$ cat config.mk
export PLATFORM = sky130hd
export DESIGN_NAME = scr_top
export DESIGN_NICKNAME = d
export VERILOG_FILES = /design/src/rtl/scr_rdmux.v /design/src/rtl/scr_sync.v /design/src/rtl/scr_top.v
export VERILOG_INCLUDE_DIRS = /design/src /design/src/rtl
export SDC_FILE = /design/constraint.sdc
export NUM_CORES = 1
export LEC_CHECK = 0
export ABC_AREA = 0
export BUFFER_PORTS_ARGS = -buffer_cell sky130_fd_sc_hd__buf_2
export CORE_MARGIN = 2
export CORE_UTILIZATION = 57
export CTS_CLUSTER_SIZE = 25
export DETAILED_ROUTE_END_ITERATION = 8
export PLACE_DENSITY_LB_ADDON = 0.08
export SYNTH_ARGS = -nofsm -noshare
export SYNTH_HDL_FRONTEND = slang
export SYNTH_SLANG_ARGS = --single-unit
$ cat constraint.sdc
create_clock -name clk_i -period 3.2 [get_ports clk_i]
set_input_delay 0.32 -clock clk_i [delete_from_list [all_inputs] [get_ports clk_i]]
set_output_delay 0.32 -clock clk_i [all_outputs]
set_load 0.05 [all_outputs]
$ cat src/rtl/scr_defs.vh
// Constants of the serial configuration and identification register bank.
// Holds definitions only; included by every design file of the bank.
`ifndef SCR_DEFS_VH
`define SCR_DEFS_VH

// Address width of the serial instruction
`define SCR_AW 15
`define SCR_IW 16
`define SCR_F_RNW 15
`define SCR_ADDR_STEP 15'h0001

// Register offsets
`define SCR_A_CFG_A 15'h0000
`define SCR_A_CFG_B 15'h0001
`define SCR_A_STATE 15'h0002
`define SCR_A_CLASS 15'h0003
`define SCR_A_PART_LO 15'h0004
`define SCR_A_PART_HI 15'h0005
`define SCR_A_GRADE 15'h0006
`define SCR_A_SPARE 15'h000A
`define SCR_A_IFREV 15'h000B
`define SCR_A_Z55 15'h0055
`define SCR_A_Z56 15'h0056
`define SCR_A_Z57 15'h0057
`define SCR_A_HEALTH 15'h0058
`define SCR_A_Z59 15'h0059
`define SCR_A_CORE 15'h005A
`define SCR_A_TEMP_LO 15'h005B
`define SCR_A_TEMP_HI 15'h005C
`define SCR_A_Z5D 15'h005D
`define SCR_A_BAND 15'h005E
`define SCR_A_Z5F 15'h005F
`define SCR_A_BIAS 15'h0060
`define SCR_A_Z61 15'h0061
`define SCR_A_Z62 15'h0062
`define SCR_A_SIVER 15'h0063

// Field positions in configuration A and B
`define SCR_F_WIRE 3
`define SCR_F_ASCEND 2
`define SCR_F_LSB 1
`define SCR_F_SRST 0
`define SCR_F_SINGLE 7
`define SCR_F_RDMAIN 5

// Reset values and counts
`define SCR_ZERO8 8'h00
`define SCR_SYNC_INIT 3'h2
`define SCR_INSTR_LAST 4'hF
`define SCR_BYTE_LAST 3'h7

// Identification values, arbitrary
`define SCR_ID_CLASS 4'hA
`define SCR_ID_PART 16'h3C5A
`define SCR_ID_GRADE 4'h3
`define SCR_ID_REV 4'h2
`define SCR_ID_IFREV 8'h2D
`define SCR_ID_SILICON 8'h4E

`endif

$ cat src/rtl/scr_rdmux.v
// Read decode of the bank: picks the byte for the current address.
// Assumes status inputs come from logic on the same clock.
`timescale 1ns/1ps
`default_nettype none
`include "scr_defs.vh"
module scr_rdmux #(
   parameter [3:0] CLASS_CODE = `SCR_ID_CLASS,
   parameter [15:0] PART_CODE = `SCR_ID_PART,
   parameter [3:0] GRADE_CODE = `SCR_ID_GRADE,
   parameter [3:0] REV_CODE = `SCR_ID_REV,
   parameter [7:0] IFREV_CODE = `SCR_ID_IFREV,
   parameter [7:0] SILICON_CODE = `SCR_ID_SILICON
) (
   // Selected register
   input wire [`SCR_AW-1:0] addr_i,
   // Writable bank state
   input wire [3:0] cfg_a_lo_i,
   input wire [7:0] cfg_b_i,
   input wire [7:0] spare_i,
   // Status of the rest of the chip
   input wire [7:0] health_i,
   input wire [1:0] vco_core_i,
   input wire [8:0] chip_temp_i,
   input wire [7:0] vco_band_i,
   input wire [3:0] vco_bias_i,
   // Double-buffered registers kept elsewhere
   input wire [7:0] ext_rd_staged_i,
   input wire [7:0] ext_rd_main_i,
   // Result
   output reg [7:0] rd_data_o,
   output reg local_hit_o
);
   // Address decode
   always @* begin
      local_hit_o = 1'b1;
      case (addr_i)
         `SCR_A_CFG_A: rd_data_o = {cfg_a_lo_i[0], cfg_a_lo_i[1], cfg_a_lo_i[2],
                                    cfg_a_lo_i[3], cfg_a_lo_i};
         `SCR_A_CFG_B: rd_data_o = cfg_b_i;
         `SCR_A_CLASS: rd_data_o = {4'h0, CLASS_CODE};
         `SCR_A_PART_LO: rd_data_o = PART_CODE[7:0];
         `SCR_A_PART_HI: rd_data_o = PART_CODE[15:8];
         `SCR_A_GRADE: rd_data_o = {GRADE_CODE, REV_CODE};
         `SCR_A_SPARE: rd_data_o = spare_i;
         `SCR_A_IFREV: rd_data_o = IFREV_CODE;
         `SCR_A_HEALTH: rd_data_o = health_i;
         `SCR_A_CORE: rd_data_o = {6'h00, vco_core_i};
         `SCR_A_TEMP_LO: rd_data_o = chip_temp_i[7:0];
         `SCR_A_TEMP_HI: rd_data_o = {7'h00, chip_temp_i[8]};
         `SCR_A_BAND: rd_data_o = vco_band_i;
         `SCR_A_BIAS: rd_data_o = {4'h0, vco_bias_i};
         `SCR_A_SIVER: rd_data_o = SILICON_CODE;
         `SCR_A_STATE, `SCR_A_Z55, `SCR_A_Z56, `SCR_A_Z57, `SCR_A_Z59, `SCR_A_Z5D,
         `SCR_A_Z5F, `SCR_A_Z61, `SCR_A_Z62: rd_data_o = `SCR_ZERO8;
         default: begin
            // Outside the bank: staged or active copy
            local_hit_o = 1'b0;
            rd_data_o = cfg_b_i[`SCR_F_RDMAIN] ? ext_rd_main_i : ext_rd_staged_i;
         end
      endcase
   end
endmodule
`default_nettype wire

$ cat src/rtl/scr_sync.v
// Two-flop synchroniser for a group of pin levels.
// Assumes each input is a slow level that may change at any time.
`timescale 1ns/1ps
`default_nettype none
`include "scr_defs.vh"
module scr_sync #(
   parameter W = 3,
   parameter [W-1:0] INIT = `SCR_SYNC_INIT
) (
   // Clock and reset
   input wire clk_i,
   input wire rst_i,
   // Levels in and out
   input wire [W-1:0] d_i,
   output wire [W-1:0] q_o
);
   genvar i;
   generate
      for (i = 0; i < W; i = i + 1) begin : g_bit
         reg meta;
         reg stable;
         // First flop feeds only the second
         always @(posedge clk_i) begin
            if (rst_i) begin
               meta <= INIT[i];
               stable <= INIT[i];
            end else begin
               meta <= d_i[i];
               stable <= meta;
            end
         end
         assign q_o[i] = stable;
      end
   endgenerate
endmodule
`default_nettype wire

$ cat src/rtl/scr_top.v
// Serial interface engine with the configuration and identification bank.
// Assumes a host that runs the serial clock far slower than clk_i (at least
// eight clk_i periods per half cycle) and drives data on its falling edge.
`timescale 1ns/1ps
`default_nettype none
`include "scr_defs.vh"
module scr_top #(
   // Identification values, arbitrary
   parameter [3:0] CLASS_CODE = `SCR_ID_CLASS,
   parameter [15:0] PART_CODE = `SCR_ID_PART,
   parameter [3:0] GRADE_CODE = `SCR_ID_GRADE,
   parameter [3:0] REV_CODE = `SCR_ID_REV,
   parameter [7:0] IFREV_CODE = `SCR_ID_IFREV,
   parameter [7:0] SILICON_CODE = `SCR_ID_SILICON
) (
   // Clock and reset
   input wire clk_i,
   input wire rst_i,
   // Serial pins
   input wire sclk_i,
   input wire cs_n_i,
   input wire sdio_i,
   output reg sdio_o,
   output reg sdio_oe_o,
   output reg serial_out_pin_o,
   output reg serial_out_pin_oe_o,
   // Interface settings
   output reg wire_count_select_o,
   output reg addr_ascend_o,
   output reg lsb_first_o,
   output reg single_instruction_o,
   output reg readback_main_o,
   output reg soft_reset_o,
   // Registers kept elsewhere in the chip
   output reg [`SCR_AW-1:0] ext_addr_o,
   output reg ext_wr_o,
   output reg [7:0] ext_wdata_o,
   input wire [7:0] ext_rd_staged_i,
   input wire [7:0] ext_rd_main_i,
   // Lock and health status
   input wire clk2_en_i,
   input wire clk1_en_i,
   input wire sync_ok_i,
   input wire ref_ok_i,
   input wire adc_active_i,
   input wire sequencer_active_flag_i,
   input wire locked_i,
   // Oscillator and temperature readback
   input wire [1:0] vco_core_i,
   input wire [8:0] chip_temp_i,
   input wire [7:0] vco_band_i,
   input wire [3:0] vco_bias_i
);
   // Frame states
   localparam [3:0] ST_IDLE = 4'b0001;
   localparam [3:0] ST_INSTR = 4'b0010;
   localparam [3:0] ST_DATA = 4'b0100;
   localparam [3:0] ST_HOLD = 4'b1000;

   // Synchronised pins
   wire [2:0] pins_s;
   wire sclk_s;
   wire cs_n_s;
   wire sdio_s;

   // Serial engine state
   reg [3:0] state;
   reg [3:0] bitcnt;
   reg [`SCR_IW-1:0] instr_sh;
   reg [7:0] data_sh;
   reg rnw;
   reg sclk_d;
   reg wr_stb;
   reg step_pend;
   reg load_pend;
   reg [7:0] rd_byte;

   // Reserved read-write bits of configuration B, and the spare byte
   reg [3:0] cfg_b_rsv;
   reg [7:0] spare_byte;

   // Derived terms
   wire sclk_rise;
   wire sclk_fall;
   wire [`SCR_IW-1:0] next_instr;
   wire [7:0] next_data;
   wire [2:0] tx_idx;
   wire tx_bit;
   wire [3:0] cfg_a_lo;
   wire [7:0] cfg_b;
   wire [7:0] health;
   wire [7:0] rd_data;
   wire local_hit;

   // Pin synchroniser
   scr_sync #(
      .W(3),
      .INIT(`SCR_SYNC_INIT)
   ) u_sync (
      .clk_i(clk_i),
      .rst_i(rst_i),
      .d_i({sclk_i, cs_n_i, sdio_i}),
      .q_o(pins_s)
   );

   assign sclk_s = pins_s[2];
   assign cs_n_s = pins_s[1];
   assign sdio_s = pins_s[0];

   // Serial clock edges seen from clk_i
   assign sclk_rise = sclk_s & ~sclk_d;
   assign sclk_fall = ~sclk_s & sclk_d;

   // Shift in the selected bit order
   assign next_instr = lsb_first_o ? {sdio_s, instr_sh[`SCR_IW-1:1]}
                                   : {instr_sh[`SCR_IW-2:0], sdio_s};
   assign next_data = lsb_first_o ? {sdio_s, data_sh[7:1]}
                                  : {data_sh[6:0], sdio_s};

   // Bit of the read byte due on the next falling edge
   assign tx_idx = lsb_first_o ? bitcnt[2:0] : (`SCR_BYTE_LAST - bitcnt[2:0]);
   assign tx_bit = rd_byte[tx_idx];

   // Register images for readback; soft reset bit always reads 0
   assign cfg_a_lo = {wire_count_select_o, addr_ascend_o, lsb_first_o, 1'b0};
   assign cfg_b = {single_instruction_o, cfg_b_rsv[3], readback_main_o, cfg_b_rsv[2],
                   1'b0, cfg_b_rsv[1], cfg_b_rsv[0], 1'b0};
   assign health = {clk2_en_i, clk1_en_i, sync_ok_i, 1'b0, ref_ok_i, adc_active_i,
                    sequencer_active_flag_i, locked_i};

   // Read decode
   scr_rdmux #(
      .CLASS_CODE(CLASS_CODE),
      .PART_CODE(PART_CODE),
      .GRADE_CODE(GRADE_CODE),
      .REV_CODE(REV_CODE),
      .IFREV_CODE(IFREV_CODE),
      .SILICON_CODE(SILICON_CODE)
   ) u_rdmux (
      .addr_i(ext_addr_o),
      .cfg_a_lo_i(cfg_a_lo),
      .cfg_b_i(cfg_b),
      .spare_i(spare_byte),
      .health_i(health),
      .vco_core_i(vco_core_i),
      .chip_temp_i(chip_temp_i),
      .vco_band_i(vco_band_i),
      .vco_bias_i(vco_bias_i),
      .ext_rd_staged_i(ext_rd_staged_i),
      .ext_rd_main_i(ext_rd_main_i),
      .rd_data_o(rd_data),
      .local_hit_o(local_hit)
   );

   // Frame engine: instruction, data bytes, address stepping, read drive
   always @(posedge clk_i) begin
      if (rst_i) begin
         state <= ST_IDLE;
         bitcnt <= 4'h0;
         instr_sh <= 16'h0000;
         data_sh <= `SCR_ZERO8;
         rnw <= 1'b0;
         sclk_d <= 1'b0;
         wr_stb <= 1'b0;
         step_pend <= 1'b0;
         load_pend <= 1'b0;
         rd_byte <= `SCR_ZERO8;
         ext_addr_o <= `SCR_A_CFG_A;
         ext_wr_o <= 1'b0;
         ext_wdata_o <= `SCR_ZERO8;
         sdio_o <= 1'b0;
         sdio_oe_o <= 1'b0;
         serial_out_pin_o <= 1'b0;
         serial_out_pin_oe_o <= 1'b0;
      end else begin
         sclk_d <= sclk_s;
         wr_stb <= 1'b0;
         ext_wr_o <= 1'b0;
         step_pend <= 1'b0;
         load_pend <= 1'b0;
         // Capture read byte once the address has settled
         if (load_pend) begin
            rd_byte <= rd_data;
         end
         // Step after the byte's write strobe has used the address
         if (step_pend) begin
            if (addr_ascend_o) begin
               ext_addr_o <= ext_addr_o + `SCR_ADDR_STEP;
            end else begin
               ext_addr_o <= ext_addr_o - `SCR_ADDR_STEP;
            end
            load_pend <= 1'b1;
         end
         if (cs_n_s) begin
            // Chip select released: end of frame
            state <= ST_IDLE;
            bitcnt <= 4'h0;
            sdio_oe_o <= 1'b0;
            serial_out_pin_oe_o <= 1'b0;
         end else begin
            case (state)
               ST_IDLE: begin
                  state <= ST_INSTR;
                  bitcnt <= 4'h0;
               end
               ST_INSTR: begin
                  if (sclk_rise) begin
                     instr_sh <= next_instr;
                     bitcnt <= bitcnt + 4'h1;
                     if (bitcnt == `SCR_INSTR_LAST) begin
                        rnw <= next_instr[`SCR_F_RNW];
                        ext_addr_o <= next_instr[`SCR_AW-1:0];
                        load_pend <= 1'b1;
                        bitcnt <= 4'h0;
                        state <= ST_DATA;
                     end
                  end
               end
               ST_DATA: begin
                  if (sclk_rise) begin
                     data_sh <= next_data;
                     bitcnt <= bitcnt + 4'h1;
                     if (bitcnt[2:0] == `SCR_BYTE_LAST) begin
                        bitcnt <= 4'h0;
                        wr_stb <= ~rnw;
                        ext_wr_o <= ~rnw & ~local_hit;
                        ext_wdata_o <= next_data;
                        if (single_instruction_o) begin
                           state <= ST_HOLD;
                        end else begin
                           step_pend <= 1'b1;
                        end
                     end
                  end
                  // Read data leaves on the pin of the selected mode
                  if (sclk_fall && rnw) begin
                     sdio_o <= tx_bit;
                     serial_out_pin_o <= tx_bit;
                     sdio_oe_o <= ~wire_count_select_o;
                     serial_out_pin_oe_o <= wire_count_select_o;
                  end
               end
               ST_HOLD: begin
                  // Single instruction done; ignore clocks until release
                  sdio_oe_o <= 1'b0;
                  serial_out_pin_oe_o <= 1'b0;
               end
               default: begin
                  state <= ST_IDLE;
               end
            endcase
         end
      end
   end

   // Writes to the bank; soft reset spares configuration A
   always @(posedge clk_i) begin
      if (rst_i) begin
         wire_count_select_o <= 1'b0;
         addr_ascend_o <= 1'b0;
         lsb_first_o <= 1'b0;
         single_instruction_o <= 1'b0;
         readback_main_o <= 1'b0;
         cfg_b_rsv <= 4'h0;
         spare_byte <= `SCR_ZERO8;
         soft_reset_o <= 1'b0;
      end else begin
         soft_reset_o <= 1'b0;
         if (wr_stb) begin
            case (ext_addr_o)
               `SCR_A_CFG_A: begin
                  // Low nibble is the master copy of the mirrored pairs
                  wire_count_select_o <= ext_wdata_o[`SCR_F_WIRE];
                  addr_ascend_o <= ext_wdata_o[`SCR_F_ASCEND];
                  lsb_first_o <= ext_wdata_o[`SCR_F_LSB];
                  if (ext_wdata_o[`SCR_F_SRST]) begin
                     soft_reset_o <= 1'b1;
                     single_instruction_o <= 1'b0;
                     readback_main_o <= 1'b0;
                     cfg_b_rsv <= 4'h0;
                     spare_byte <= `SCR_ZERO8;
                  end
               end
               `SCR_A_CFG_B: begin
                  single_instruction_o <= ext_wdata_o[`SCR_F_SINGLE];
                  readback_main_o <= ext_wdata_o[`SCR_F_RDMAIN];
                  cfg_b_rsv <= {ext_wdata_o[6], ext_wdata_o[4], ext_wdata_o[2], ext_wdata_o[1]};
               end
               `SCR_A_SPARE: begin
                  spare_byte <= ext_wdata_o;
               end
               default: begin
                  // Read-only or outside the bank: nothing kept here
                  spare_byte <= spare_byte;
               end
            endcase
         end
      end
   end
endmodule
`default_nettype wire
* Word level (Yosys, flattened, before mapping) *
Index checks and enable logic that the tools add are counted.

storage, ports and cells
  logic and storage cells = 151
  bits in registers = 96
  input port bits = 51

operators by class
  reductions and logical operators = 22
  magnitude comparators = 1
  muxes and demuxes = 43
  bitwise logic cells = 15
  add/subtract/negate cells = 4
  equal/unequal tests = 36

operators with widths
  operator                                                                 number
  15-bit by 7-bit equality test with 1-bit output (second input constant)  15
  8-bit case mux with 16 select lines                                      1
  15-bit 2-to-1 mux                                                        6
  15-bit by 3-bit equality test with 1-bit output (second input constant)  3
  4-bit 2-to-1 mux                                                         10
  15-bit by 2-bit equality test with 1-bit output (second input constant)  2
  15-bit by 4-bit equality test with 1-bit output (second input constant)  2
  8-bit 2-to-1 mux                                                         3
  24-bit OR reduction                                                      1
  3-bit AND reduction                                                      6
  16-bit 2-to-1 mux                                                        1
  4-bit case mux with 4 select lines                                       1
  8-bit case mux with 2 select lines                                       1
  15-bit by 1-bit adder with 15-bit output (second input constant)         1
  15-bit by 1-bit equality test with 1-bit output (second input constant)  1
  15-bit logical NOT                                                       1
  15-bit by 1-bit subtractor with 15-bit output (second input constant)    1
  2-bit != test (second input constant)                                    7
  1-bit 2-to-1 mux                                                         12
  1-bit NOT                                                                12
  4-bit case mux with 3 select lines                                       1
  9-bit OR reduction                                                       1
  4-bit equality test (second input constant)                              2
  1-bit case mux with 2 select lines                                       4
  other kinds (20)                                                         26

* Logic depth before layout (Yosys ltp) *
Gate-level depths: netlist of run 1.

  depth after elaboration = 7
  depth in mapped cells = 10
  mapped depth without buffers = 8

* By module *
A second synthesis of run 1 with hierarchy kept.

second synthesis, totals
  cell total of the unflattened synthesis = 646
  area, all modules = 5649.2 µm²

by module, submodules not included
  module     cells an instance  sequential area each (µm²)  area each (µm²)  times used
  scr_top    466                1801.7                      4342.9           1
  scr_rdmux  165                0.0                         1126.1           1
  scr_sync   15                 120.1                       180.2            1

* Least setup slack after synthesis of run 1 *
No wires, ideal clock.

  path kind = register to register
  start = register ext_addr_o[1]
  end = register rd_byte[3]
  setup slack = 576 ps
  period minus slack after synthesis = 2624 ps
  required time = 3065 ps
  data arrival time = 2489 ps
  cell stages (with the launch flop) = 9
  library setup time = 135 ps
  cells stage by stage = dfxtp_1 ha_1 clkbuf_1 nand3b_1 nor4_4 and4b_1 buf_6 a2111oi_2 o32ai_1

on the way
  longest elaborated chain between the ends = 3
  elaborated cells on any way between the ends = 26
  classes of those cells = eq/ne: 23; mux: 1; reduce/logical: 2

RTL lines
  item                                                                                                                line            source
  from (decl)                                                                                                         scr_top.v:35    output reg [`SCR_AW-1:0] ext_addr_o,
  from (signal assigned)                                                                                              scr_top.v:168   ext_addr_o <= `SCR_A_CFG_A;
  from (signal assigned)                                                                                              scr_top.v:188   ext_addr_o <= ext_addr_o + `SCR_ADDR_STEP;
  from (signal assigned)                                                                                              scr_top.v:190   ext_addr_o <= ext_addr_o - `SCR_ADDR_STEP;
  15-bit by 2-bit equality test with 1-bit output or 15-bit by 7-bit equality test with 1-bit output (tied branches)  scr_rdmux.v:36  case (addr_i)
  9-bit OR reduction                                                                                                  -
  8-bit case mux with 16 select lines *                                                                               scr_rdmux.v:36
  to (signal assigned)                                                                                                scr_top.v:167   rd_byte <= `SCR_ZERO8;
  to (signal assigned)                                                                                                scr_top.v:183   rd_byte <= rd_data;
  to (decl)                                                                                                           scr_top.v:76    reg [7:0] rd_byte;

Every way passes the cells marked *; elsewhere a longest branch is shown, timed or not.
A chain may end at the register's enable or synchronous reset.

* Worst setup path after layout of run 1 *
  start = register ext_addr_o[0]
  end = register rd_byte[5]

Same word-level chain as after synthesis.

==> flow_summary.yaml, run 1 <==
synth:
  syn-num-nets: 688
  yosys_warnings: 0
  synth-seq-cells: 96
  synth_cells: 631
  synth_edf_count: 0
  ys_top_cells_by_area: "dfxtp_1 (36%), mux2i_1 (8.1%), nor2_1 (7.6%)"
  synth.distinct_cells: 69
  synth-seq-area-share_pct: 36.2
  synth_top_cell_area_share_pct: 36.2
  synth.largest_area_cell: "dfxtp_1"
  synth_area_um2: 5300
  ys.flop_type: "dfxtp_1"
  avgSynthCellArea_um2: 8.40
  async_reset_ff_share_pct: 0
cells_and_area:
  drive_gt1_share_pct: 19.9
  final_common_cell: "nor2_1"
  nNetsFinal: 746
  multi_input_area_um2: 3130
  diodes: 0
  final_cell_mix: "nor2_1 (107), dfxtp_1 (96), buf_2 (84)"
  seq_area_um2: 1920
  syn2layout_area_growth_pct: 12.6
  fillers: 785
  final_cell_area_um2: 5970
setup_path:
  end_kind: "flip-flop"
  worst-path-max-fanout: 17
  critPathKind: "reg -> reg"
  cp.required_ns: 3.47
  slowest_stage: "dfxtp_1"
  slowest_delay_ns: 0.52
  arrival_ns: 3.17
  crit_chain: "inv_1 -> ha_1 -> nor3_1 -> a211oi_1 -> a31oi_1 -> and4b_1 -> nand2_1 -> a311oi_1"
  critPathLaunchType: "flip-flop"
routing:
  ant_nets: 0
  drt_iter0_markers: 391
  top_layer: "met4"
  avgViaCountPerCell: 6.33
  wl_met3_um: 1060
  wl_met2_um: 6470
  route.layer.met1.wl_um: 6930
  drt-total-wl_um: 14900
  drc: 0
  drt_pass1_iterations: 5
  vias: 5097
  drt-wirelength-per-cell_um: 18.5
clocking:
  cts_hold_buf: 0
  cts.sinks: 96
  cts_root_buf: "clkbuf_8"
  insertion_delay_ns: 0.37
  cts.clk_slew.worst_paths_ns: 0.10
  cts_buffer_depth: 2
  post_cts_buffers: 0
  numCtsBuffers: 9
  tritoncts: "done"
  cts-resized-gates: 0
  htree_levels: 3
power_and_ir_drop:
  cellPowerDensity_nw_per_um2: 353
  power_frac_seq_pct: 57.1
  switching_share_pct: 22.9
  power_frac_comb_pct: 3.2
  leakagePower_nw: 2.26
  p_int_mw: 1.62
  ir_drop_uv: 446
  pwr-share-clk_pct: 39.7
  power_switching_mw: 0.482
sta:
  setup_viol: 0
  slew_headroom_pct: 44.1
  clock_skew_ns: 0.0206
  slew_violations: 0
  period_minus_slack_ns: 2.90
  finalHoldViolCount: 0
  rsz0062_at_grt: "no"
  worst_pin_slew_ns: 0.817
  period_share_pct: 90.6
  fmax_mhz: 345
  tns_ns: 0
place:
  dpl_cell_area_um2: 5760
  dpl.hpwl_um: 10700
  place_congestion: 0.920
  io_buffers: 84
floorplanning:
  rows: 35
  design.die.area_um2: 10100
  die_h_um: 100
  initial_core_util_pct: 57.9
  die_w_um: 100
  boundaryPins: 85
  core_region_area_um2: 9150
global_route:
  grt_pass1_wl_um: 23600
  grt-ovfl-total: 0
  grt_max_degree: 70
  antenna_found_initial: 0
  grt_pass1_vias: 4635
  track_usage_pct: 29.6
hold_path:
  hold_path.class: "in -> reg"
status:
  status: "completed"
run:
  maxCapViolCount: 0
## power by group through the flow
| stage | Sequential (mW) | Clock, mW | Combinational (mW) |
|---|---|---|---|
| 3_5_place_dp | 1.23 | 0 | 0.0667 |
| 4_1_cts | 1.20 | 0.847 | 0.0672 |
| 3_3_place_gp | 1.23 | 0 | 0.0657 |
| 2_1_floorplan | 1.23 | 0 | 0.0305 |
| 6_report | 1.20 | 0.837 | 0.0673 |
| 5_1_grt | 1.20 | 0.891 | 0.0745 |
## path summary, 6_finish.rpt
path	startpoint	end	slack (ns)	cells past startpoint
max	ext_addr_o[0]	rd_byte[5]	0.30	8
min	cs_n_i	u_sync.g_bit[1].meta	0.13	2
max reg2reg	ext_addr_o[0]	rd_byte[5]	0.30	8
min reg2reg	u_sync.g_bit[1].meta	u_sync.g_bit[1].stable	0.44	1
## Yosys cell counts, drive strengths merged, types with 5 or more instances
| cell type | number |
|---|---|
| nand3 | 13 |
| buf | 13 |
| nand4 | 5 |
| a21oi | 15 |
| dfxtp | 96 |
| a311oi | 6 |
| o21ai | 17 |
| nor2 | 108 |
| nor2b | 8 |
| nand3b | 7 |
| nor3 | 16 |
| a211oi | 39 |
| mux2 | 13 |
| inv | 13 |
| xnor2 | 9 |
| a22oi | 18 |
| or3 | 5 |
| a22o | 5 |
| nor4 | 8 |
| clkbuf | 37 |
| a31oi | 5 |
| ha | 6 |
| mux2i | 43 |
| and4 | 6 |
| xor2 | 8 |
| nand2 | 36 |
| and3 | 6 |
## final cells by class
type / instances / area share, %
inverters: 13 / 0.817
flip-flops and latches: 96 / 32.2
clock buffers: 10 / 2.30
clock inverters: 6 / 1.32
repair buffers: 97 / 8.67
multi-input cells: 472 / 52.4
well taps: 111 / 2.33
## flip-flops by register name, summed over array words and instances (netlist names), 3 cells and up
name                 cells
instr_sh                16
ext_addr_o              15
data_sh                  8
ext_wdata_o              8
rd_byte                  8
spare_byte               8
bitcnt                   4
cfg_b_rsv                4
state                    4
u_sync.g_bit.meta        3
u_sync.g_bit.stable      3
## per-stage QoR
| stage | power [mW] | worst slack [ns] | utilization [%] | instances | hold slack (ns) |
|---|---|---|---|---|---|
| 3_3_place_gp | 1.30 | 0.504 | 62.9 | 789 | 0.392 |
| 5_1_grt | 2.17 | 0.0759 | 65.3 | 805 | 0.142 |
| 2_1_floorplan | 1.26 | 0.576 | - | 631 | 0.389 |
| 4_1_cts | 2.12 | 0.343 | 65.3 | 805 | 0.119 |
| 6_report | 2.11 | 0.302 | 65.3 | 805 | 0.131 |
| 3_5_place_dp | 1.30 | 0.372 | 62.9 | 789 | 0.415 |
## per-layer routing
layer	vias to the layer above	GRT usage, %
met5	-	0
met4	0	11.9
met3	26	3.95
met2	211	44.8
met1	2399	42.8
li1	2461	-
## worst max-delay path, delay by kind of cell, from the launching register on
| kind | cells | cell delay (ns) |
|---|---|---|
| AO/OA/AOI/OAI | 3 | 0.73 |
| adder cells (fa/ha/maj) | 1 | 0.41 |
| buffers and inverters | 1 | 0.11 |
| flip-flops | 1 | 0.52 |
| AND/OR/NAND/NOR | 3 | 1.04 |
## logic make-up (layout without fill, tap and decap cells)
logic type               Yosys count  in the layout  synth area share (%)
AND/OR/NAND/NOR                  241            241                  22.6
adder cells (fa/ha/maj)            6              6                  1.42
buffers and inverters             63            126                  4.96
multiplexers                      56             56                  10.9
XOR/XNOR                          17             17                  2.81
flip-flops                        96             96                  36.2
AO/OA/AOI/OAI                    152            152                  21.1
No activity file was read; power rests on OpenSTA's default activity.
==> run 2: changes to the inputs <==
- CTS_CLUSTER_SIZE: 25 -> 12
- clock period: 3.2 -> 2.9 ns (I/O delays scaled with it)
==> flow_summary.yaml, run 2 (synthesis gave the netlist of run 1 again) <==
status:
  status: "completed"
sta:
  hold-worst-slack_ns: 0.106
  period_share_pct: 93.2
  period_minus_slack_ns: 2.70
  clock_skew_ns: 0.0108
  slew_headroom_pct: 45.5
  worst_pin_slew_ns: 0.817
  rsz0062_at_grt: "no"
  fmax_mhz: 370
  setup_ws_ns: 0.198
  tns_ns: 0
  slew_violations: 0
  finalHoldViolCount: 0
  setup_viol: 0
global_route:
  grt_pass1_wl_um: 23600
  grt_pass1_vias: 4572
  grt_max_degree: 80
  track_usage_pct: 29.4
  antenna_found_initial: 0
  grt-ovfl-total: 0
cells_and_area:
  reg.largest.list: "instr_sh: 16 flops, ext_addr_o: 15 flops"
  largest_reg_flops: 16
  fillers: 826
  final_cell_mix: "nor2_1 (107), dfxtp_1 (96), buf_2 (84)"
  top_register: "instr_sh"
  final_common_cell: "nor2_1"
  diodes: 0
  syn2layout_area_growth_pct: 14.2
  drive_gt1_share_pct: 21.2
  multi_input_area_um2: 3140
  nNetsFinal: 759
  final_util_pct: 66.2
  seq_area_um2: 1920
clocking:
  cts.clk_slew.worst_paths_ns: 0.10
  insertion_delay_ns: 0.36
  post_cts_buffers: 0
  cts-resized-gates: 0
  cts_hold_buf: 0
  numCtsBuffers: 9
  cts.sinks: 96
  cts_root_buf: "clkbuf_8"
  cts_buffer_depth: 2
  tritoncts: "done"
  htree_levels: 3
routing:
  avgViaCountPerCell: 6.20
  drt_iter0_markers: 422
  drc: 0
  vias: 5063
  drt-total-wl_um: 14700
  drt_pass1_iterations: 6
  ant_nets: 0
  drt-wirelength-per-cell_um: 18.0
setup_path:
  cp.required_ns: 3.17
  worst-path-max-fanout: 10
  r2r-start: "ext_addr_o[0]"
  end_kind: "flip-flop"
  critPathLaunchType: "flip-flop"
  critPathKind: "reg -> reg"
  r2r_cells: 8
  arrival_ns: 2.97
  timing.rr.end: "rd_byte[2]"
  rrSetupSlack_ns: 0.20
floorplanning:
  core_region_area_um2: 9150
  initial_core_util_pct: 57.9
  rows: 35
  design.die.area_um2: 10100
  die_w_um: 100
  boundaryPins: 85
  die_h_um: 100
power_and_ir_drop:
  cellPowerDensity_nw_per_um2: 377
  power_switching_mw: 0.518
  switching_share_pct: 22.7
  ir_drop_uv: 369
  leakagePower_nw: 2.32
  pwr-share-clk_pct: 38.6
  power_frac_seq_pct: 58.1
  power_frac_comb_pct: 3.3
  total_power_mw: 2.28
  p_int_mw: 1.76
place:
  dp_slack_ns: 0.254
  place_congestion: 0.968
  io_buffers: 84
  dpl.hpwl_um: 10700
hold_path:
  hold_path.class: "in -> reg"
  hold_path_depth: 2
  hold_start: "cs_n_i"
  min_to: "u_sync.g_bit[1].meta"
run:
  maxCapViolCount: 0
-- run 2: how the worst max path moves through the flow --
| stage | start | endpoint | depth (start not counted) |
|---|---|---|---|
| 2_1_floorplan | ext_addr_o[1] | rd_byte[3] | 8 |
| 3_3_place_gp | ext_addr_o[0] | rd_byte[0] | 8 |
| 3_5_place_dp | ext_addr_o[0] | rd_byte[2] | 8 |
| 4_1_cts | ext_addr_o[0] | rd_byte[2] | 8 |
| 5_1_grt | ext_addr_o[0] | rd_byte[2] | 8 |
| 6_report | ext_addr_o[0] | rd_byte[2] | 8 |
-- run 2: power by group through the flow --
stage	combinational, mW	clock (mW)	sequential (mW)
CTS	0.0744	0.897	1.33
detailed placement	0.0738	0	1.36
finish	0.0746	0.881	1.33
floorplan	0.0337	0	1.36
global placement	0.0729	0	1.36
global route	0.0814	0.944	1.33
-- run 2: area by class of cell --
type / instances / area share, %
clock buffer: 10 / 2.11
clock inverter: 5 / 1.10
inverter: 13 / 0.806
multi-input combinational: 472 / 51.8
sequential: 96 / 31.7
tap: 111 / 2.29
timing repair buffer: 110 / 10.2
-- run 2: metal layers --
layer / vias to the layer above / wire, µm / global-route usage, %
met2: 209 / 6500 / 45.2
met1: 2355 / 7000 / 44.0
met4: 0 / 238 / 7.90
met3: 21 / 953 / 3.33
li1: 2478 / - / -
met5: - / 0 / 0
-- run 2: metrics by stage --
step,cells,area (µm²)
CTS,817,6050
global route,817,6060
floorplan,631,5300
global placement,802,5850
detailed placement,802,5850
finish,817,6060
-- run 2: worst max-delay path, cell delays in order (launching register included) --
cell	delay, ns
dfxtp_1	0.49
inv_1	0.12
ha_1	0.33
nor3_1	0.43
a211oi_1	0.14
a31oi_1	0.25
and4b_1	0.45
nand2_1	0.11
a311oi_1	0.29
